--- src/timer_regs.svh ---
// register layout and address constants for the three channel timer
`ifndef TIMER_REGS_SVH
`define TIMER_REGS_SVH
`define CW_SEL_HI 7
`define CW_SEL_LO 6
`define CW_FMT_HI 5
`define CW_FMT_LO 4
`define CW_M_HI 3
`define CW_M_LO 1
`define CW_BCD 0
`define SEL_READBACK 2'h3
`define FMT_LATCH 2'h0
`define FMT_LOW 2'h1
`define FMT_HIGH 2'h2
`define FMT_BOTH 2'h3
`define ADDR_COUNT0 2'h0
`define ADDR_COUNT1 2'h1
`define ADDR_COUNT2 2'h2
`define ADDR_CONTROL 2'h3
`define HOST_CMD_CTRL 4'h0
`define HOST_CMD_DATA 4'h1
`define HOST_STATUS 4'h2
`define HOST_OUTPUTS 4'h3
`define HOST_GATES 4'h4
`define HOST_CLOCKS 4'h5
`endif

--- src/timer_pkg.sv ---
// types shared by both ends of the three channel timer
package timer_pkg;
    typedef enum logic [2:0] {
        MODE0 = 3'b001,
        MODE1 = 3'b010,
        MODE2 = 3'b100
    } mode_e;
    typedef enum logic [2:0] {
        H_IDLE = 3'b001,
        H_WRITE = 3'b010,
        H_DONE = 3'b100
    } host_state_e;
endpackage

--- src/timer_if.sv ---
// link between host and timer: byte write port plus per channel clock and gate
`timescale 1ns/1ps
interface timer_if;
    logic [1:0] addr;
    logic [7:0] wdata;
    logic wr;
    logic [2:0] cnt_clk;
    logic [2:0] gate;
    logic [2:0] tout;
    modport device (
        input addr,
        input wdata,
        input wr,
        input cnt_clk,
        input gate,
        output tout
    );
    modport host (
        output addr,
        output wdata,
        output wr,
        output cnt_clk,
        output gate,
        input tout
    );
endinterface

--- src/timer_device.sv ---
// three channel down counting timer, modes 0 to 2
// Summary of operation
// select field picks channel; code 11 is read-back, ignored here with no action
// access format: latch, low, high, low then high; latch words are ignored here
// mode field decode, top bit ignored modes 2-3
// zero count means maximum count
// host keeps count at least 2 or 1
// bcd bit selects decimal down counting
// control word clears counter, zero unreadable
// host writes control word before count
// host writes bytes in selected format
// per channel partial byte state kept
// mode 0 output low until terminal count
// mode 0 load edge does not decrement
// mode 0 gate pauses counting only
// mode 0 first byte suspends, forces low
// mode 0 gate low load, no extra clock
// mode 1 trigger loads, low N clocks
// mode 1 gate rise retriggers with reload
// mode 1 new count waits for retrigger
// mode 2 low pulse at one, reload
// mode 2 gate low halts, forces high
// mode 2 first low N clocks after write
// mode 2 new count at trigger or cycle end
// host never writes count 1 in mode 2
// gate rise held until next count edge
//
// Strobed register access and the register addresses were left to the implementer.
`timescale 1ns/1ps
`include "timer_regs.svh"
module timer_device (
    input wire logic clk,
    input wire logic reset_n,
    timer_if.device bus
);
    typedef struct packed {
        timer_pkg::mode_e mode;
        logic bcd;
        logic [1:0] fmt;
        logic [15:0] hold;
        logic [15:0] count;
        logic hi_next;
        logic load_pending;
        logic armed;
        logic running;
        logic trig;
        logic gate_prev;
        logic clk_prev;
        logic out;
    } chan_s;
    typedef struct packed {
        chan_s [2:0] ch;
    } state_s;

    state_s state_reg;
    state_s state_next;

    // decimal down count by one, each nibble wraps 0 to 9
    function automatic logic [15:0] dec_one(input logic [15:0] v, input logic bcd);
        logic [15:0] r;
        logic borrow;
        r = v;
        borrow = 1'b1;
        if (!bcd) begin
            r = v - 16'h0001;
        end else begin
            for (int d = 0; d < 4; d++) begin
                if (borrow) begin
                    if (r[d*4 +: 4] == 4'h0) begin
                        r[d*4 +: 4] = 4'h9;
                    end else begin
                        r[d*4 +: 4] = r[d*4 +: 4] - 4'h1;
                        borrow = 1'b0;
                    end
                end
            end
        end
        return r;
    endfunction

    always_comb begin
        logic fall;
        logic gate_rise;
        logic [1:0] sel;
        logic [2:0] mbits;
        logic [15:0] nxt;
        fall = 1'b0;
        gate_rise = 1'b0;
        sel = 2'h0;
        mbits = 3'h0;
        nxt = 16'h0000;
        state_next = state_reg;
        for (int i = 0; i < 3; i++) begin
            fall = state_reg.ch[i].clk_prev & ~bus.cnt_clk[i];
            gate_rise = bus.gate[i] & ~state_reg.ch[i].gate_prev;
            state_next.ch[i].clk_prev = bus.cnt_clk[i];
            state_next.ch[i].gate_prev = bus.gate[i];
            if (gate_rise) begin
                state_next.ch[i].trig = 1'b1;
            end
            // mode 2 gate low forces output high at once
            if (state_reg.ch[i].mode == timer_pkg::MODE2 && !bus.gate[i]) begin
                state_next.ch[i].out = 1'b1;
            end
            if (fall) begin
                state_next.ch[i].trig = gate_rise;
                nxt = dec_one(state_reg.ch[i].count, state_reg.ch[i].bcd);
                case (state_reg.ch[i].mode)
                    timer_pkg::MODE0: begin
                        if (state_reg.ch[i].load_pending) begin
                            state_next.ch[i].count = state_reg.ch[i].hold;
                            state_next.ch[i].load_pending = 1'b0;
                            state_next.ch[i].running = 1'b1;
                        end else if (state_reg.ch[i].running && bus.gate[i]) begin
                            state_next.ch[i].count = nxt;
                            if (nxt == 16'h0000) begin
                                state_next.ch[i].out = 1'b1;
                                state_next.ch[i].running = 1'b0;
                            end
                        end
                    end
                    timer_pkg::MODE1: begin
                        if (state_reg.ch[i].trig && state_reg.ch[i].armed) begin
                            state_next.ch[i].count = state_reg.ch[i].hold;
                            state_next.ch[i].out = 1'b0;
                            state_next.ch[i].running = 1'b1;
                        end else if (state_reg.ch[i].running) begin
                            state_next.ch[i].count = nxt;
                            if (nxt == 16'h0000) begin
                                state_next.ch[i].out = 1'b1;
                                state_next.ch[i].running = 1'b0;
                            end
                        end
                    end
                    timer_pkg::MODE2: begin
                        // a count written mid-cycle waits for a trigger or the cycle end
                        if (state_reg.ch[i].armed && ((state_reg.ch[i].load_pending && !state_reg.ch[i].running)
                                || state_reg.ch[i].trig)) begin
                            state_next.ch[i].count = state_reg.ch[i].hold;
                            state_next.ch[i].load_pending = 1'b0;
                            state_next.ch[i].running = 1'b1;
                            state_next.ch[i].out = 1'b1;
                        end else if (state_reg.ch[i].running && bus.gate[i]) begin
                            if (state_reg.ch[i].count == 16'h0001) begin
                                state_next.ch[i].count = state_reg.ch[i].hold;
                                state_next.ch[i].load_pending = 1'b0;
                                state_next.ch[i].out = 1'b1;
                            end else begin
                                state_next.ch[i].count = nxt;
                                state_next.ch[i].out = (nxt != 16'h0001);
                            end
                        end
                    end
                    default: begin
                        state_next.ch[i].running = 1'b0;
                    end
                endcase
            end
        end
        if (bus.wr) begin
            if (bus.addr == `ADDR_CONTROL) begin
                sel = bus.wdata[`CW_SEL_HI:`CW_SEL_LO];
                mbits = bus.wdata[`CW_M_HI:`CW_M_LO];
                // read-back and latch need no write action since readback is absent
                if (sel != `SEL_READBACK && bus.wdata[`CW_FMT_HI:`CW_FMT_LO] != `FMT_LATCH) begin
                    state_next.ch[sel].fmt = bus.wdata[`CW_FMT_HI:`CW_FMT_LO];
                    state_next.ch[sel].bcd = bus.wdata[`CW_BCD];
                    state_next.ch[sel].count = 16'h0000;
                    state_next.ch[sel].hi_next = 1'b0;
                    state_next.ch[sel].load_pending = 1'b0;
                    state_next.ch[sel].armed = 1'b0;
                    state_next.ch[sel].running = 1'b0;
                    state_next.ch[sel].trig = 1'b0;
                    if (mbits == 3'h0) begin
                        state_next.ch[sel].mode = timer_pkg::MODE0;
                        state_next.ch[sel].out = 1'b0;
                    end else if (mbits == 3'h1) begin
                        state_next.ch[sel].mode = timer_pkg::MODE1;
                        state_next.ch[sel].out = 1'b1;
                    end else begin
                        // modes 3 to 5 are not built; they fall back to the rate generator
                        state_next.ch[sel].mode = timer_pkg::MODE2;
                        state_next.ch[sel].out = 1'b1;
                    end
                end
            end else begin
                sel = bus.addr;
                case (state_reg.ch[sel].fmt)
                    `FMT_LOW: begin
                        state_next.ch[sel].hold = {8'h00, bus.wdata};
                        state_next.ch[sel].load_pending = 1'b1;
                        state_next.ch[sel].armed = 1'b1;
                    end
                    `FMT_HIGH: begin
                        state_next.ch[sel].hold = {bus.wdata, 8'h00};
                        state_next.ch[sel].load_pending = 1'b1;
                        state_next.ch[sel].armed = 1'b1;
                    end
                    `FMT_BOTH: begin
                        if (!state_reg.ch[sel].hi_next) begin
                            state_next.ch[sel].hold[7:0] = bus.wdata;
                            state_next.ch[sel].hi_next = 1'b1;
                            if (state_reg.ch[sel].mode == timer_pkg::MODE0) begin
                                state_next.ch[sel].running = 1'b0;
                                state_next.ch[sel].load_pending = 1'b0;
                                state_next.ch[sel].out = 1'b0;
                            end
                        end else begin
                            state_next.ch[sel].hold[15:8] = bus.wdata;
                            state_next.ch[sel].hi_next = 1'b0;
                            state_next.ch[sel].load_pending = 1'b1;
                            state_next.ch[sel].armed = 1'b1;
                        end
                    end
                    default: begin
                        state_next.ch[sel].hi_next = 1'b0;
                    end
                endcase
                // mode 1 loads only on a trigger, never on a write
                if (state_reg.ch[sel].mode == timer_pkg::MODE1) begin
                    state_next.ch[sel].load_pending = 1'b0;
                end
            end
        end
    end

    always_ff @(posedge clk or negedge reset_n) begin
        if (!reset_n) begin
            for (int i = 0; i < 3; i++) begin
                state_reg.ch[i] <= '{mode: timer_pkg::MODE0, fmt: `FMT_BOTH, out: 1'b1, default: '0};
            end
        end else begin
            state_reg <= state_next;
        end
    end

    for (genvar g = 0; g < 3; g++) begin : g_out
        assign bus.tout[g] = state_reg.ch[g].out;
    end
endmodule

--- src/flat_wrapper.sv ---
// flat-port wrapper written by rule: the top's interface ports become plain ports
module timer_device_flat 
  (clk, reset_n, bus_addr, bus_wdata, bus_wr, bus_cnt_clk, bus_gate, bus_tout);
  timer_if bus_i ();
  input wire logic clk;
  input wire logic reset_n;
  input wire logic [$bits(bus_i.addr)-1:0] bus_addr;
  input wire logic [$bits(bus_i.wdata)-1:0] bus_wdata;
  input wire logic [$bits(bus_i.wr)-1:0] bus_wr;
  input wire logic [$bits(bus_i.cnt_clk)-1:0] bus_cnt_clk;
  input wire logic [$bits(bus_i.gate)-1:0] bus_gate;
  output wire logic [$bits(bus_i.tout)-1:0] bus_tout;
  assign bus_i.addr = bus_addr;
  assign bus_i.wdata = bus_wdata;
  assign bus_i.wr = bus_wr;
  assign bus_i.cnt_clk = bus_cnt_clk;
  assign bus_i.gate = bus_gate;
  assign bus_tout = bus_i.tout;
  timer_device u_core (.clk(clk), .reset_n(reset_n), .bus(bus_i));
endmodule
--- config.mk ---
export PLATFORM = sky130hd
export DESIGN_NAME = timer_device_flat
export DESIGN_NICKNAME = d
export VERILOG_FILES = /design/src/timer_pkg.sv /design/src/timer_if.sv /design/src/timer_device.sv /design/src/flat_wrapper.sv
export VERILOG_INCLUDE_DIRS = /design/src
export SDC_FILE = /design/constraint.sdc
export NUM_CORES = 1
export LEC_CHECK = 0
export ABC_AREA = 1
export BUFFER_PORTS_ARGS = -buffer_cell sky130_fd_sc_hd__buf_2
export CAP_MARGIN = 20
export CORE_MARGIN = 4
export CORE_UTILIZATION = 36
export CTS_CLUSTER_SIZE = 16
export DETAILED_ROUTE_END_ITERATION = 8
export MAX_ROUTING_LAYER = met4
export PLACE_DENSITY = 0.49
export SLEW_MARGIN = 20
export SYNTH_ARGS = -nofsm -noshare
export SYNTH_HDL_FRONTEND = slang
export SYNTH_SLANG_ARGS = --single-unit
--- constraint.sdc ---
create_clock -name clk -period 3.2 [get_ports clk]
set_clock_uncertainty 0.05 [all_clocks]
set_input_delay 0.8 -clock clk [delete_from_list [all_inputs] [get_ports clk]]
set_output_delay 0.8 -clock clk [all_outputs]
set_load 0.05 [all_outputs]
## Yosys cells after proc, flatten, opt, wreduce, memory -nomap -nowiden

Cells that the tools add are included.

- Register bits: 138
- Output and inout port bits: 3
- Logic and storage cells: 384

- Add/subtract/negate cells: 15
- Magnitude comparators: 4
- Equal/unequal tests: 24
- Muxes and demuxes: 245
- Bitwise logic cells: 12
- Reduce and logical (&&, ||, !) cells: 45

Operator list:

| operator | number |
|---|---|
| $bwmux 138 | 31 |
| $demux 46 s2 | 18 |
| $mux 138 | 9 |
| $mux 16 | 30 |
| $pmux 138 s3 | 1 |
| $pmux 16 s3 | 3 |
| $mux 116 | 1 |
| $mux 1 | 101 |
| $bmux 46 s2 | 1 |
| $mux 46 | 2 |
| $mux 4 | 22 |
| $mux 40 | 2 |
| $eq 16x1->1 const B | 3 |
| $logic_not 16->1 | 3 |
| $logic_not 4->1 | 12 |
| $ne 16x1->1 const B | 3 |
| $sub 16x1->16 const B | 3 |
| $sub 4x1->4 const B | 12 |
| $mux 43 | 1 |
| $mux 42 | 1 |
| $mux 32 | 1 |
| $mux 24 | 1 |
| $logic_and 1x1->1 | 18 |
| $pmux 1 s3 | 6 |
| other kinds (21) | 60 |

## Longest topological paths before layout

- Depth after elaboration: 34
- Depth in mapped cells: 21

## Worst setup path after synthesis

Ideal clock, no wire load.

- Kind: input to register
- Start point: input bus_addr[0]
- End point: register u_core.state_reg[24] (netlist bit)
- Library setup time: 131 ps
- Arrival: 2193 ps
- Path slack: 826 ps
- Stages on the path: 10
- Buffers on the path: 0
- Path through: inv_2 nor2_4 a221oi_4 inv_2 nand2_2 inv_4 nor2_8 nand2_4 a21oi_4 o22ai_2

- Word-level cells in the longest chain between the ends: 17
- Elaborated cells between the ends (all ways): 47

RTL lines:

| item | RTL line | text |
|---|---|---|
| from (decl) | flat_wrapper.sv:7 | `input wire logic [$bits(bus_i.addr)-1:0] bus_addr;` |
| $lt 2x3->1 (not written as such) / $ge 2x1->1 (equally long branches) | timer_device.sv:190, timer_device.sv:195, timer_device.sv:201 |  |
| $logic_and 1x1->1 (not written as such) | timer_device.sv:190, timer_device.sv:195, timer_device.sv:201 |  |
| $mux 32 (not written as such) | timer_device.sv:201 | `state_next.ch[sel].hold[7:0] = bus.wdata;` |
| $demux 46 s2 | -- |  |
| $bwmux 138 | timer_device.sv:201 |  |
| $bwmux 138 | timer_device.sv:202 | `state_next.ch[sel].hi_next = 1'b1;` |
| $bwmux 138 | timer_device.sv:204 | `state_next.ch[sel].running = 1'b0;` |
| $bwmux 138 | timer_device.sv:205 | `state_next.ch[sel].load_pending = 1'b0;` |
| $bwmux 138 | timer_device.sv:206 | `state_next.ch[sel].out = 1'b0;` |
| $mux 138 | timer_device.sv:203 | `if (state_reg.ch[sel].mode == timer_pkg::MODE0) begin` |
| $mux 138 | timer_device.sv:200 | `if (!state_reg.ch[sel].hi_next) begin` |
| $pmux 138 s3 | timer_device.sv:188 | `case (state_reg.ch[sel].fmt)` |
| $mux 138 | timer_device.sv:161 | `` if (bus.addr == `ADDR_CONTROL) begin `` |
| $mux 138 | timer_device.sv:160 | `if (bus.wr) begin` |
| $bwmux 138 | timer_device.sv:221 | `state_next.ch[sel].load_pending = 1'b0;` |
| $mux 138 | timer_device.sv:220 | `if (state_reg.ch[sel].mode == timer_pkg::MODE1) begin` |
| $mux 138 | timer_device.sv:161 |  |
| to (signal assigned) | timer_device.sv:233 | `state_reg <= state_next;` |
| to (decl) | timer_device.sv:55 | `state_s state_reg;` |

Several ways; a longest one is shown, not always the timed one. The select of a mux whose other input is x is not followed.
A chain may end at the register's enable or synchronous reset.

==> impl_metrics.tcl <==
set metrics [dict create \
    power.total_w 0.0122 \
    cts_hold_buf 0 \
    fillerInstances 3650 \
    tightest_slew_ns 0.814 \
    regToRegStartpoint "u_core.state_reg[54]$_DFF_PN0_" \
    cts_resized 0 \
    ys.flop_type "dfrtp_1" \
    dieHeight_um 194 \
    seq_area_frac_synth_pct 27.9 \
    post-route-period-util_pct 92.8 \
    slew_viol_final 0 \
    yosysTopAreaCell "dfrtp_1" \
    clock_sinks 138 \
    synth-warning-count 0 \
    outcome "complete, no violations" \
    rows 67 \
    worstPathMaxFanout 8 \
    cpMaxStageDelayCell "dfrtp_1" \
    syn-instance-count 1979 \
    antenna_found_initial 0 \
    fin_tns_setup_ns 0 \
    drv_cap 0 \
    cts_buffer_depth 2 \
    path_delay_family "simple AND/OR/NAND/NOR gates" \
    cpPeakStageDelay_ns 0.47 \
    numPortBuffers 21 \
    tritoncts "done" \
    core_area_sq_um 33800 \
    avgSynthCellArea_sq_um 6.29 \
    first_global_vias 13653 \
    largest_reg_flops 135 \
    rrSetupSlack_ns 0.23 \
    crit_buf_inv 2 \
    cts_buffers 17 \
    diodes 0 \
    path_common_cell "nand2_1" \
    worstSetupEndpointType "flop" \
    synth_most_common_cell "nand2_1" \
    clkLatencyLatePin_ns 0.44 \
    io_pins 22 \
    synth_seq_cells 138 \
    timing.fmax_mhz 337 \
    area_growth_pct 11.9 \
    overflow 0 \
    drc 0 \
    synthTopCellsByArea "dfrtp_1, nand2_1, o21ai_0" \
    post_synth_num_cell_types 55 \
    worstPathCellList "inv_1 -> ha_1 -> nand3_2 -> inv_1 -> nand2_2 -> nor2_2 -> nand3_1 -> nand2_1 -> nand2_1 -> nand2_1 -> nand2_1 -> nor2_1 -> nand3_1 -> nand3b_1 -> nand2_1 -> nand2_1 -> nand2_1 -> nand2_1 -> nand2_1" \
    finalCriticalPeriod_ns 2.97 \
    cts-root-buf "clkbuf_16" \
    rsz0062_at_grt "false" \
    final-hold-violation-count 0 \
    vdd_drop_max_v 0.000475 \
    final_util_pct 41.2 \
    vias_per_cell 5.86 \
    finalSetupViolCount 0 \
    start_util_pct 36.8 \
    synth_edf_count 0 \
    worstPathArrival_ns 3.30 \
    r2r_cells 19 \
    dr.pass1.iters 6 \
    vias 14370 \
    antenna_left 0 \
    synthArstFlopShare_pct 100 \
    yosysTopAreaCellShare_pct 25.3 \
    drive_above_1_share_pct 9.92 \
    die-area_sq_um 37600 \
    worstSetupStartpointType "flop" \
    p_per_area_nw_per_um2 876 \
    wl_per_cell_um 20.6 \
    fp.dieW_um 194 \
    grt_pass1_wl_mm 79.1 \
    nNetsFinal 2020 \
    cts_setup_buffers 0 \
    place_ws_ns 0.275 \
    syn-num-nets 2006 \
    critical_path_class "flop to flop" \
    grt.total_usage_pct 26.9 \
    layout_setup_ws_ns 0.231 \
    relSlewSlack_pct 45.7 \
    routed_wirelength_mm 50.5 \
    dpl.hpwl_mm 37.2 \
    worstPathRequired_ns 3.53 \
    clk_pin_slew_ns 0.07 \
    drt-initial-drc-count 1528 \
    gp_congestion 0.991 \
    h-tree-depth 4 \
    dpl.cell_count 2422 \
    stdcell_count 2454 \
    r2r_end "u_core.bus.tout[1]$_DFF_PN1_" \
    p_leak_nw 6.24 \
    holdCritPathClass "input pin to async pin" \
    grt_max_degree 63 \
    synthTopCellsByCount "nand2_1, o21ai_0, inv_1" \
    syn-cell-area_sq_um 12400 \
]
placed cells by master, fill, tap and decap left out, drive strengths merged, types with 13 or more instances in the layout:
cell    count
inv       257
nor3       23
a221oi     22
o211ai     50
clkbuf     22
nand4      13
nand2     439
a211oi     14
dfrtp     126
buf        83
nand3      93
a21oi     158
a31oi      31
nor2      233
o22ai      72
o21ai     280
worst max-delay path by stage:
| stage | from | end | slack, ns | cells after the start |
|---|---|---|---|---|
| floorplan | bus_addr[0] | u_core.state_reg[24]$_DFFE_PN0P_ | 0.83 | 10 |
| global placement | bus_gate[0] | u_core.state_reg[6]$_DFF_PN0_ | 0.23 | 11 |
| detailed placement | bus_gate[0] | u_core.state_reg[6]$_DFF_PN0_ | 0.27 | 11 |
| CTS | u_core.state_reg[54]$_DFF_PN0_ | u_core.bus.tout[1]$_DFF_PN1_ | 0.31 | 17 |
| global route | u_core.state_reg[54]$_DFF_PN0_ | u_core.bus.tout[1]$_DFF_PN1_ | 0.02 | 19 |
| finish | u_core.state_reg[54]$_DFF_PN0_ | u_core.bus.tout[1]$_DFF_PN1_ | 0.23 | 19 |
worst reg2reg max path, stage by stage, from the launching register on:
cell and delay [ns]:
dfrtp_1 0.47, inv_1 0.14, ha_1 0.24, nand3_2 0.12, inv_1 0.17, nand2_2 0.14, nor2_2 0.20, nand3_1 0.15
nand2_1 0.09, nand2_1 0.07, nand2_1 0.13, nand2_1 0.07, nor2_1 0.15, nand3_1 0.19, nand3b_1 0.21, nand2_1 0.08
nand2_1 0.04, nand2_1 0.09, nand2_1 0.05, nand2_1 0.05
kinds of logic after synthesis:
kind of cell	synth area share, %
AND/OR/NAND/NOR	27.4
flip-flops	27.9
adder cells (fa/ha/maj)	0.805
buffers and inverters	10.7
AO/OA/AOI/OAI	32.7
XOR/XNOR	0.493
metal layers:
metal	routed length, um	vias to the layer above	track usage (%)
met2	22900	645	41.7
met1	23000	6861	37.8
met5	0	-	-
met4	1020	0	6.12
li1	-	6785	-
met3	3570	79	3.25
stage by stage:
step / cell area, sq um / hold slack (ns)
after CTS: 13900 / 0.321
after detailed placement: 13200 / 0.443
final: 13900 / 0.295
after floorplan: 12400 / 0.420
after global routing: 13900 / 0.339
after global placement: 13200 / 0.437
layout make-up:
| cell class | count | area [sq um] | area share, % |
|---|---|---|---|
| multi-input cells | 1494 | 7640 | 54.9 |
| flip-flops and latches | 138 | 3470 | 24.9 |
| inverters | 259 | 977 | 7.02 |
| repair buffers | 83 | 602 | 4.32 |
| well taps | 448 | 561 | 4.03 |
| clock buffers | 22 | 484 | 3.48 |
| clock inverters | 10 | 186 | 1.34 |
report_power, final:
| group | internal [W] | switching, W | total (W) |
|---|---|---|---|
| combinational | 0.00208 | 0.00429 | 0.00637 |
| clock | 0.00147 | 0.000864 | 0.00233 |
| sequential | 0.00245 | 0.00103 | 0.00348 |
| total | 0.00600 | 0.00619 | 0.0122 |
Note: power is estimated with default switching activity, not from simulation.
